## config.mk

```make
export PLATFORM = sky130hd
export DESIGN_NAME = acs_top
export DESIGN_NICKNAME = d
export VERILOG_FILES = /design/src/inc/acs_pkg.sv /design/src/logic/acs_top.sv /design/src/logic/acs_clkdiv.sv
export SDC_FILE = /design/constraint.sdc
export NUM_CORES = 1
export LEC_CHECK = 0
export ABC_AREA = 1
export ABC_CLOCK_PERIOD_IN_PS = 3800
export BUFFER_PORTS_ARGS = -buffer_cell sky130_fd_sc_hd__clkbuf_2
export CORE_MARGIN = 8
export CORE_UTILIZATION = 30
export CTS_CLUSTER_SIZE = 14
export DETAILED_ROUTE_END_ITERATION = 8
export PLACE_DENSITY = 0.5
export SYNTH_ARGS = -nofsm -noshare
export SYNTH_HDL_FRONTEND = slang
export SYNTH_SLANG_ARGS = --single-unit
```

## constraint.sdc

```tcl
create_clock -name CLK_I -period 3.8 [get_ports CLK_I]
set_clock_uncertainty 0.05 [all_clocks]
set_input_delay 0.38 -clock CLK_I [delete_from_list [all_inputs] [get_ports CLK_I]]
set_output_delay 0.38 -clock CLK_I [all_outputs]
set_load 0.02 [all_outputs]
```

## src/inc/acs_pkg.sv

```systemverilog
// Purpose: shared constants and types of the converter control sequencer
// Assumes: 125 MHz system clock, 8-bit register port
// Notes: offsets are word indices on the plain register port
package acs_pkg;
    localparam int CLK_PERIOD_NS = 8;
    // typical bit period of the dedicated rc clock
    localparam int RC_TAD_NS = 1700;
    localparam int RC_TAD_CYC = (RC_TAD_NS + CLK_PERIOD_NS - 1) / CLK_PERIOD_NS;

    localparam int ADDR_W = 3;
    localparam int DATA_W = 8;
    localparam int RES_W = 10;
    localparam int BIT_W = 4;

    localparam logic [2:0] OFF_CTRL0 = 3'h0;
    localparam logic [2:0] OFF_CTRL2 = 3'h1;
    localparam logic [2:0] OFF_RES_HI = 3'h2;
    localparam logic [2:0] OFF_RES_LO = 3'h3;
    localparam logic [2:0] OFF_FLAG = 3'h4;
    localparam logic [2:0] OFF_IEN = 3'h5;

    localparam int CTRL0_ON_BIT = 0;
    localparam int CTRL0_GO_BIT = 1;
    localparam int CTRL0_CHS_LSB = 2;
    localparam int CTRL2_FMT_BIT = 7;
    localparam int CTRL2_CS_LSB = 0;
    localparam int DONE_BIT = 0;

    localparam logic [3:0] CHS_RST = 4'h0;
    localparam logic [2:0] CS_RST = 3'h0;
    localparam logic [3:0] MSB_INDEX = 4'h9;
    localparam logic [9:0] TRIAL_MSB = 10'h200;

    localparam logic [2:0] CS_DIV2 = 3'h0;
    localparam logic [2:0] CS_DIV4 = 3'h4;
    localparam logic [2:0] CS_DIV8 = 3'h1;
    localparam logic [2:0] CS_DIV16 = 3'h5;
    localparam logic [2:0] CS_DIV32 = 3'h2;
    localparam logic [2:0] CS_DIV64 = 3'h6;
    localparam logic [1:0] CS_RC_LOW = 2'h3;

    localparam logic [5:0] LAST_DIV2 = 6'h01;
    localparam logic [5:0] LAST_DIV4 = 6'h03;
    localparam logic [5:0] LAST_DIV8 = 6'h07;
    localparam logic [5:0] LAST_DIV16 = 6'h0F;
    localparam logic [5:0] LAST_DIV32 = 6'h1F;
    localparam logic [5:0] LAST_DIV64 = 6'h3F;

    typedef enum logic {
        ACS_IDLE,
        ACS_CONV
    } acs_state_t;
endpackage

```

## src/logic/acs_top.sv

```systemverilog
// Purpose: control and sequencing of a 10-bit successive approximation converter
// Assumes: comparator answer CMP_I valid at every bit tick, registers on a plain port
// Notes: read data stand one cycle after the read strobe only
//
// Local design decisions: the placing of the registers and strobed register access.
`timescale 1ns/100ps
// Function
// - completion flag sets at every conversion end, regardless of interrupt enable
// - separate interrupt enable gates the flag onto the request
// - converter interrupt works in run and sleep, and wakes from sleep
// - after wake the core runs on, vectoring only if global interrupts allow
// - three-bit clock select picks divide 2..64 or the rc clock
// - rc selection takes bit period from the free-running internal oscillator
// - format bit selects left or right justified 10-bit result
// - channel field in bits 5..2 routes the analog input
// - writing one to bit 1 with enable bit 0 set starts conversion, reads one while busy
// - hardware clears the start bit when conversion finishes
// - enable bit 0 powers the converter; clear means powered down
module acs_top import acs_pkg::*; (
    input wire logic CLK_I,
    input wire logic RST_I,
    input wire logic [ADDR_W-1:0] ADDR_I,
    input wire logic [DATA_W-1:0] WDATA_I,
    input wire logic WR_I,
    input wire logic RD_I,
    output logic [DATA_W-1:0] RDATA_O,
    input wire logic CMP_I,
    input wire logic SLEEP_I,
    input wire logic GIE_I,
    output logic CONV_POWER_O,
    output logic [3:0] MUX_SEL_O,
    output logic [RES_W-1:0] TRIAL_O,
    output logic BUSY_O,
    output logic IRQ_O,
    output logic WAKE_O,
    output logic VECTOR_O
);
    typedef struct packed {
        acs_state_t state;
        logic [3:0] chs;
        logic go;
        logic on;
        logic fmt;
        logic [2:0] csel;
        logic flag;
        logic ien;
        logic [RES_W-1:0] trial;
        logic [BIT_W-1:0] bitn;
        logic [RES_W-1:0] res;
        logic [DATA_W-1:0] rdata;
    } acs_top_t;

    acs_top_t s_q;
    acs_top_t s_d;
    logic tick;
    logic done_evt;
    logic [RES_W-1:0] kept;
    logic [RES_W-1:0] onehot;
    logic [DATA_W-1:0] res_hi;
    logic [DATA_W-1:0] res_lo;
    logic wr_ctrl0;
    logic start_ok;

    acs_clkdiv #(
        .CNT_W(6),
        .RC_CYC(RC_TAD_CYC)
    ) u_div (
        .clk_i(CLK_I),
        .rst_i(RST_I),
        .sel_i(s_q.csel),
        .run_i(s_q.state == ACS_CONV),
        .sleep_i(SLEEP_I),
        .tick_o(tick)
    );

    always_comb begin
        s_d = s_q;
        s_d.rdata = '0;
        done_evt = 1'b0;
        onehot = RES_W'(1) << s_q.bitn;
        // a low comparator answer drops the trial bit, a high one keeps it
        kept = CMP_I ? s_q.trial : (s_q.trial & ~onehot);
        wr_ctrl0 = WR_I && (ADDR_I == OFF_CTRL0);
        start_ok = WDATA_I[CTRL0_GO_BIT] && WDATA_I[CTRL0_ON_BIT];

        // successive approximation, one bit per conversion tick
        unique case (s_q.state)
            ACS_IDLE: begin
                s_d.trial = '0;
            end
            ACS_CONV: begin
                if (tick) begin
                    if (s_q.bitn == '0) begin
                        s_d.res = kept;
                        s_d.trial = '0;
                        s_d.go = 1'b0;
                        s_d.state = ACS_IDLE;
                        done_evt = 1'b1;
                    end else begin
                        s_d.bitn = s_q.bitn - BIT_W'(1);
                        s_d.trial = kept | (onehot >> 1);
                    end
                end
            end
        endcase

        // result justification
        if (s_q.fmt) begin
            res_hi = {6'h00, s_q.res[9:8]};
            res_lo = s_q.res[7:0];
        end else begin
            res_hi = s_q.res[9:2];
            res_lo = {s_q.res[1:0], 6'h00};
        end

        if (wr_ctrl0) begin
            s_d.chs = WDATA_I[CTRL0_CHS_LSB +: 4];
            s_d.on = WDATA_I[CTRL0_ON_BIT];
            if (!WDATA_I[CTRL0_ON_BIT]) begin
                // powering down aborts a running conversion without a flag
                s_d.go = 1'b0;
                s_d.state = ACS_IDLE;
                s_d.trial = '0;
                done_evt = 1'b0;
            end else if (s_q.state == ACS_IDLE && start_ok) begin
                s_d.go = 1'b1;
                s_d.state = ACS_CONV;
                s_d.bitn = MSB_INDEX;
                s_d.trial = TRIAL_MSB;
            end
        end
        if (WR_I && ADDR_I == OFF_CTRL2) begin
            s_d.fmt = WDATA_I[CTRL2_FMT_BIT];
            s_d.csel = WDATA_I[CTRL2_CS_LSB +: 3];
        end
        if (WR_I && ADDR_I == OFF_IEN) begin
            s_d.ien = WDATA_I[DONE_BIT];
        end
        // write one clears; a completion in the same cycle wins
        if (WR_I && ADDR_I == OFF_FLAG && WDATA_I[DONE_BIT]) begin
            s_d.flag = 1'b0;
        end
        if (done_evt) begin
            s_d.flag = 1'b1;
        end

        if (RD_I) begin
            unique case (ADDR_I)
                OFF_CTRL0: begin
                    s_d.rdata = {2'h0, s_q.chs, s_q.go, s_q.on};
                end
                OFF_CTRL2: begin
                    s_d.rdata = {s_q.fmt, 4'h0, s_q.csel};
                end
                OFF_RES_HI: begin
                    s_d.rdata = res_hi;
                end
                OFF_RES_LO: begin
                    s_d.rdata = res_lo;
                end
                OFF_FLAG: begin
                    s_d.rdata = {7'h00, s_q.flag};
                end
                OFF_IEN: begin
                    s_d.rdata = {7'h00, s_q.ien};
                end
                default: begin
                    s_d.rdata = '0;
                end
            endcase
        end
    end

    always_ff @(posedge CLK_I) begin
        if (RST_I) begin
            s_q.state <= ACS_IDLE;
            s_q.chs <= CHS_RST;
            s_q.go <= 1'b0;
            s_q.on <= 1'b0;
            s_q.fmt <= 1'b0;
            s_q.csel <= CS_RST;
            s_q.flag <= 1'b0;
            s_q.ien <= 1'b0;
            s_q.trial <= '0;
            s_q.bitn <= '0;
            s_q.res <= '0;
            s_q.rdata <= '0;
        end else begin
            s_q <= s_d;
        end
    end

    assign RDATA_O = s_q.rdata;
    assign CONV_POWER_O = s_q.on;
    assign MUX_SEL_O = s_q.chs;
    assign TRIAL_O = s_q.trial;
    assign BUSY_O = s_q.go;
    assign IRQ_O = s_q.flag && s_q.ien;
    // wake is independent of the global enable; the core decides vectoring
    assign WAKE_O = SLEEP_I && IRQ_O;
    assign VECTOR_O = IRQ_O && GIE_I && !SLEEP_I;
endmodule

```

## src/logic/acs_clkdiv.sv

```systemverilog
// Purpose: per-bit conversion tick from the divided system clock or the rc clock
// Assumes: system divider halts in sleep, rc oscillator keeps running
// Notes: one-cycle tick, registered
`timescale 1ns/100ps
module acs_clkdiv import acs_pkg::*; #(
    parameter int CNT_W = 6,
    parameter int RC_CYC = RC_TAD_CYC
) (
    input wire logic clk_i,
    input wire logic rst_i,
    input wire logic [2:0] sel_i,
    input wire logic run_i,
    input wire logic sleep_i,
    output logic tick_o
);
    localparam int RC_W = $clog2(RC_CYC + 1);

    generate
        if (CNT_W < 6 || RC_CYC < 1) begin : g_bad
            $error("acs_clkdiv: divider too narrow or rc period empty");
        end
    endgenerate

    typedef struct packed {
        logic [CNT_W-1:0] cnt;
        logic [RC_W-1:0] rc;
        logic tick;
    } acs_div_t;

    acs_div_t s_q;
    acs_div_t s_d;
    logic [CNT_W-1:0] last;
    logic rc_wrap;

    always_comb begin
        s_d = s_q;
        s_d.tick = 1'b0;
        unique case (sel_i)
            CS_DIV2: last = CNT_W'(LAST_DIV2);
            CS_DIV4: last = CNT_W'(LAST_DIV4);
            CS_DIV8: last = CNT_W'(LAST_DIV8);
            CS_DIV16: last = CNT_W'(LAST_DIV16);
            CS_DIV32: last = CNT_W'(LAST_DIV32);
            CS_DIV64: last = CNT_W'(LAST_DIV64);
            default: last = CNT_W'(LAST_DIV2);
        endcase
        // rc oscillator free-runs, so its phase does not follow the conversion start
        rc_wrap = (s_q.rc == RC_W'(RC_CYC - 1));
        s_d.rc = rc_wrap ? '0 : s_q.rc + RC_W'(1);
        if (!run_i) begin
            s_d.cnt = '0;
        end else if (sel_i[1:0] == CS_RC_LOW) begin
            s_d.tick = rc_wrap;
        end else if (!sleep_i) begin
            if (s_q.cnt >= last) begin
                s_d.cnt = '0;
                s_d.tick = 1'b1;
            end else begin
                s_d.cnt = s_q.cnt + CNT_W'(1);
            end
        end
    end

    always_ff @(posedge clk_i) begin
        if (rst_i) begin
            s_q <= '0;
        end else begin
            s_q <= s_d;
        end
    end

    assign tick_o = s_q.tick;
endmodule

```

==> run_summary.xml <==
<?xml version="1.0" encoding="UTF-8"?>
<metrics>
  <group name="status">
    <metric name="result_of_the_run" unit="">finished clean</metric>
  </group>
  <group name="logic_synthesis">
    <metric name="synth_nets" unit="">503</metric>
    <metric name="postSynthAreaPerCell" unit="sq um">7.12</metric>
    <metric name="syn-instance-count" unit="">467</metric>
    <metric name="seq_cells_post_synth" unit="">60</metric>
    <metric name="synthesis.area" unit="sq mm">0.00333</metric>
    <metric name="yosysUniqueCellTypes" unit="">35</metric>
    <metric name="yosysSeqAreaShare" unit="">0.361</metric>
    <metric name="yosysWarningCount" unit="">0</metric>
  </group>
  <group name="timing">
    <metric name="slew_viol_final" unit="">0</metric>
    <metric name="tightestPinTransition" unit="ns">0.797</metric>
    <metric name="post_route_minimum_period" unit="ns">1.95</metric>
    <metric name="tns" unit="ns">0</metric>
    <metric name="setup_viol_count_final" unit="">0</metric>
    <metric name="tcrit_tclk_final" unit="">0.513</metric>
    <metric name="timing.final.hold_violations" unit="">0</metric>
    <metric name="max_clock_freq" unit="MHz">513</metric>
    <metric name="setup_repair_after_global_routing_missed_its_margin" unit="">no</metric>
    <metric name="slew_headroom" unit="">0.468</metric>
  </group>
  <group name="min_path">
    <metric name="holdCritPathClass" unit="">in2reg</metric>
    <metric name="hold-path-endpoint" unit="">MUX_SEL_O[2]$_SDFFE_PP0P_</metric>
    <metric name="min_delay_path_depth" unit="">3</metric>
    <metric name="worst_hold_startpoint" unit="">WDATA_I[4]</metric>
  </group>
  <group name="global_routing">
    <metric name="grt_pass1_vias" unit="">2734</metric>
    <metric name="global_route.usage.met3" unit="">0.0363</metric>
    <metric name="number_of_antenna_violations_at_the_first_check_in_global_routing" unit="">0</metric>
    <metric name="grt_pass1_wl" unit="microns">13200</metric>
    <metric name="gr-max-usage-layer" unit="">met2</metric>
    <metric name="grt_overflow" unit="">0</metric>
    <metric name="grtUsageMet2" unit="">0.182</metric>
    <metric name="groute.layer.met1.usage" unit="">0.131</metric>
    <metric name="track_usage" unit="">0.113</metric>
    <metric name="grt_max_degree" unit="">24</metric>
  </group>
  <group name="detailed_routing">
    <metric name="detailed_routing_iteration_count_for_the_pre_antenna_repair_pass" unit="">4</metric>
    <metric name="detail_route.wirelength" unit="microns">7990</metric>
    <metric name="detailedRoute.firstIterationViolations" unit="">175</metric>
    <metric name="route.vias.total" unit="">2891</metric>
    <metric name="ant_nets" unit="">0</metric>
    <metric name="drc" unit="">0</metric>
    <metric name="vias_per_cell" unit="">4.54</metric>
    <metric name="avgRoutedWirePerCell" unit="microns">12.5</metric>
  </group>
  <group name="clock_tree">
    <metric name="cts.sink_count" unit="">60</metric>
    <metric name="hold_buffers" unit="">0</metric>
    <metric name="tritoncts_buffers" unit="">9</metric>
    <metric name="htree_num_levels" unit="">3</metric>
    <metric name="cts_max_path_buffers" unit="">2</metric>
    <metric name="post_cts.resized_instances" unit="">0</metric>
    <metric name="cts_setup_buffers" unit="">0</metric>
    <metric name="clock_tree_from_tritoncts" unit="">built</metric>
    <metric name="cts.reportedPaths.clkPinSlew" unit="ns">0.08</metric>
    <metric name="clock_tree.root_cell" unit="">sky130_fd_sc_hd__clkbuf_8</metric>
    <metric name="clock_network_latency_to_the_later_pin_of_the_worst_skew_pair" unit="ns">0.34</metric>
  </group>
  <group name="critical_path">
    <metric name="critical-path-top-cell-by-count" unit="">sky130_fd_sc_hd__nand2_1</metric>
    <metric name="critical_path.cell_chain" unit="">inv_1, ha_1, a21oi_1, ha_1, nand2_1, nand2_1, nand2_1, nand3_1, nand2_1, nand2_1, nor2_1</metric>
    <metric name="arrival" unit="ns">2.17</metric>
    <metric name="critical_path_peak_fanout" unit="">6</metric>
    <metric name="path_delay_family" unit="">simple AND/OR/NAND/NOR gates</metric>
    <metric name="rr_endpoint" unit="">u_div.s_q[11]$_SDFFE_PP0P_</metric>
    <metric name="rr_worst_depth" unit="">11</metric>
    <metric name="critical_path_class" unit="">reg2reg</metric>
    <metric name="largest_stage_delay_worst_path" unit="ns">0.40</metric>
    <metric name="critical_path_slowest_stage_cell" unit="">sky130_fd_sc_hd__dfxtp_1</metric>
    <metric name="cp_data_required_time" unit="ns">4.03</metric>
    <metric name="critical_path.startpoint_type" unit="">flip-flop</metric>
    <metric name="worst_setup_path_end_kind" unit="">flip-flop</metric>
    <metric name="path_buf_inv" unit="">1</metric>
    <metric name="worst-r2r-setup-slack" unit="ns">1.85</metric>
    <metric name="regToRegStartpoint" unit="">s_q[34]$_SDFFE_PP0P_</metric>
  </group>
  <group name="placed_design">
    <metric name="postPlaceCellArea" unit="sq mm">0.00350</metric>
    <metric name="place.port_buffers" unit="">43</metric>
    <metric name="place_congestion" unit="">0.867</metric>
    <metric name="dp_hpwl" unit="microns">6160</metric>
  </group>
  <group name="power_and_ir_drop">
    <metric name="power_density" unit="mW/mm^2">380</metric>
    <metric name="worst_ir_drop_vdd" unit="V">0.000183</metric>
    <metric name="cellLeakagePower" unit="nW">1.68</metric>
  </group>
  <group name="finish">
    <metric name="signed_area_change_from_the_synthesized_netlist_to_the_final_layout" unit="%">12.4</metric>
    <metric name="fin_area" unit="sq mm">0.00374</metric>
    <metric name="layout.filler_cells" unit="">1177</metric>
    <metric name="multi_input_area" unit="sq mm">0.00168</metric>
    <metric name="insertedDiodeCount" unit="">0</metric>
    <metric name="post_layout_nets" unit="">528</metric>
    <metric name="post_route_cells_drive_above_1_share" unit="">0.187</metric>
    <metric name="sequential_cell_area" unit="sq mm">0.00120</metric>
  </group>
  <group name="floorplanning">
    <metric name="starting_density_of_the_core" unit="">0.307</metric>
    <metric name="placement_rows" unit="">38</metric>
    <metric name="die-area" unit="sq mm">0.0147</metric>
    <metric name="die-height" unit="microns">121</metric>
    <metric name="fp.coreArea" unit="sq mm">0.0108</metric>
    <metric name="chipWidth" unit="microns">121</metric>
    <metric name="floorplan.io_pins" unit="">45</metric>
  </group>
  <group name="job">
    <metric name="max_cap_viol_count" unit="">0</metric>
  </group>
</metrics>
worst max-delay path by stage:
stage	startpoint	slack, ns	to	cells past startpoint
3_3_place_gp	RST_I	1.77	RDATA_O[3]$_SDFF_PP0_	6
3_5_place_dp	RST_I	1.75	RDATA_O[3]$_SDFF_PP0_	6
2_1_floorplan	s_q[34]$_SDFFE_PP0P_	2.14	u_div.s_q[10]$_SDFFE_PP0P_	11
6_report	s_q[34]$_SDFFE_PP0P_	1.85	u_div.s_q[11]$_SDFFE_PP0P_	11
4_1_cts	s_q[34]$_SDFFE_PP0P_	1.83	u_div.s_q[10]$_SDFFE_PP0P_	11
5_1_grt	s_q[34]$_SDFFE_PP0P_	1.67	u_div.s_q[13]$_SDFFE_PP0P_	11
report_power, final:
| group | leakage, nW | switching [mW] | total, mW | internal [mW] |
|---|---|---|---|---|
| logic | 1.08 | 0.0486 | 0.0714 | 0.0229 |
| clock network | 0.115 | 0.274 | 0.707 | 0.433 |
| registers | 0.485 | 0.00711 | 0.643 | 0.636 |
| total | 1.68 | 0.330 | 1.42 | 1.09 |
per-layer routing:
metal / vias to the layer above / part of all wire
met5: - / 0
met2: 59 / 0.46
met1: 1303 / 0.46
li1: 1518 / -
met4: 0 / 0.019
met3: 11 / 0.061
flip-flops by register name, indices dropped and copies added, names as in the netlist:
name and count:
CONV_POWER_O 1, BUSY_O 1, MUX_SEL_O 4, s_q 21, u_div.s_q 14, TRIAL_O 10, u_div.tick_o 1, RDATA_O 8
cells by family after synthesis:
logic type	synth area share
xor+xnor	0.0184
buf+inv	0.135
flops	0.361
compound gates	0.0922
fa+ha+maj	0.0677
simple gates	0.323
mux	0.00301
Yosys cell counts:
cell,count,area share
sky130_fd_sc_hd__buf_6,3,0.010
sky130_fd_sc_hd__nor3_2,4,0.012
sky130_fd_sc_hd__nand3_1,35,0.053
sky130_fd_sc_hd__inv_2,8,0.0090
sky130_fd_sc_hd__a21oi_1,24,0.036
sky130_fd_sc_hd__nand2_2,6,0.011
sky130_fd_sc_hd__nor2_4,2,0.0068
sky130_fd_sc_hd__a21o_1,1,0.0023
sky130_fd_sc_hd__ha_1,18,0.068
sky130_fd_sc_hd__a31oi_1,1,0.0019
sky130_fd_sc_hd__buf_4,22,0.050
sky130_fd_sc_hd__nand4_1,7,0.013
sky130_fd_sc_hd__xnor2_1,2,0.0053
sky130_fd_sc_hd__o21ai_2,1,0.0026
sky130_fd_sc_hd__nand2_1,91,0.10
sky130_fd_sc_hd__nor2_8,1,0.0060
sky130_fd_sc_hd__nor3_1,4,0.0060
sky130_fd_sc_hd__o21ai_1,5,0.0075
sky130_fd_sc_hd__nand4_4,1,0.0064
sky130_fd_sc_hd__dfxtp_1,60,0.36
sky130_fd_sc_hd__o211ai_1,1,0.0023
sky130_fd_sc_hd__clkinv_4,1,0.0026
sky130_fd_sc_hd__o21ai_0,21,0.032
sky130_fd_sc_hd__xor2_1,5,0.013
sky130_fd_sc_hd__nor2_1,76,0.086
sky130_fd_sc_hd__buf_2,3,0.0045
sky130_fd_sc_hd__nand3_2,1,0.0030
sky130_fd_sc_hd__nor2_2,5,0.0094
sky130_fd_sc_hd__a21oi_2,3,0.0079
sky130_fd_sc_hd__mux2i_1,1,0.0030
sky130_fd_sc_hd__nand3_4,1,0.0053
sky130_fd_sc_hd__clkbuf_1,1,0.0011
sky130_fd_sc_hd__inv_1,50,0.056
sky130_fd_sc_hd__nor3b_1,1,0.0023
sky130_fd_sc_hd__clkinv_1,1,0.0011
metrics by stage:
step           worst slack [ns]   util  hold slack, ns  power, mW  std cells
5_1_grt                    1.67  0.345           0.210       1.47        637
3_5_place_dp               1.75  0.323           0.403      0.730        621
2_1_floorplan              2.14      -           0.380      0.705        467
6_report                   1.85  0.345           0.209       1.42        637
3_3_place_gp               1.77  0.323           0.394      0.728        621
4_1_cts                    1.83  0.345           0.197       1.44        637
worst register-to-register path, delay by kind of cell, from the launching register on:
family                     cells  cell delay (ns)
and+or+nand+nor                7             0.59
DFF                            1             0.40
buffers and inverters          1             0.11
AOI/OAI and AO/OA              1             0.16
adders and majority gates      2             0.57
placed cells by master (no fill, tap or decap), types with 3 or more instances in the layout:
cell type,instances
sky130_fd_sc_hd__a21oi_1,24
sky130_fd_sc_hd__a21oi_2,3
sky130_fd_sc_hd__bufinv_16,3
sky130_fd_sc_hd__clkbuf_2,43
sky130_fd_sc_hd__clkbuf_8,9
sky130_fd_sc_hd__dfxtp_1,60
sky130_fd_sc_hd__ha_1,18
sky130_fd_sc_hd__inv_1,50
sky130_fd_sc_hd__inv_2,8
sky130_fd_sc_hd__nand2_1,91
sky130_fd_sc_hd__nand2_2,6
sky130_fd_sc_hd__nand3_1,35
sky130_fd_sc_hd__nand4_1,7
sky130_fd_sc_hd__nor2_1,76
sky130_fd_sc_hd__nor2_2,5
sky130_fd_sc_hd__nor3_1,4
sky130_fd_sc_hd__nor3_2,4
sky130_fd_sc_hd__o21ai_0,21
sky130_fd_sc_hd__o21ai_1,5
sky130_fd_sc_hd__xor2_1,5
cell type report:
class,instances,share of cell area
multi-input cells,318,0.449
well taps,140,0.0469
flip-flops and latches,60,0.321
inverters,60,0.0616
clock buffers,9,0.0331
repair buffers,43,0.0576
clock inverters,7,0.0308
(Power assumes the default switching activity.)
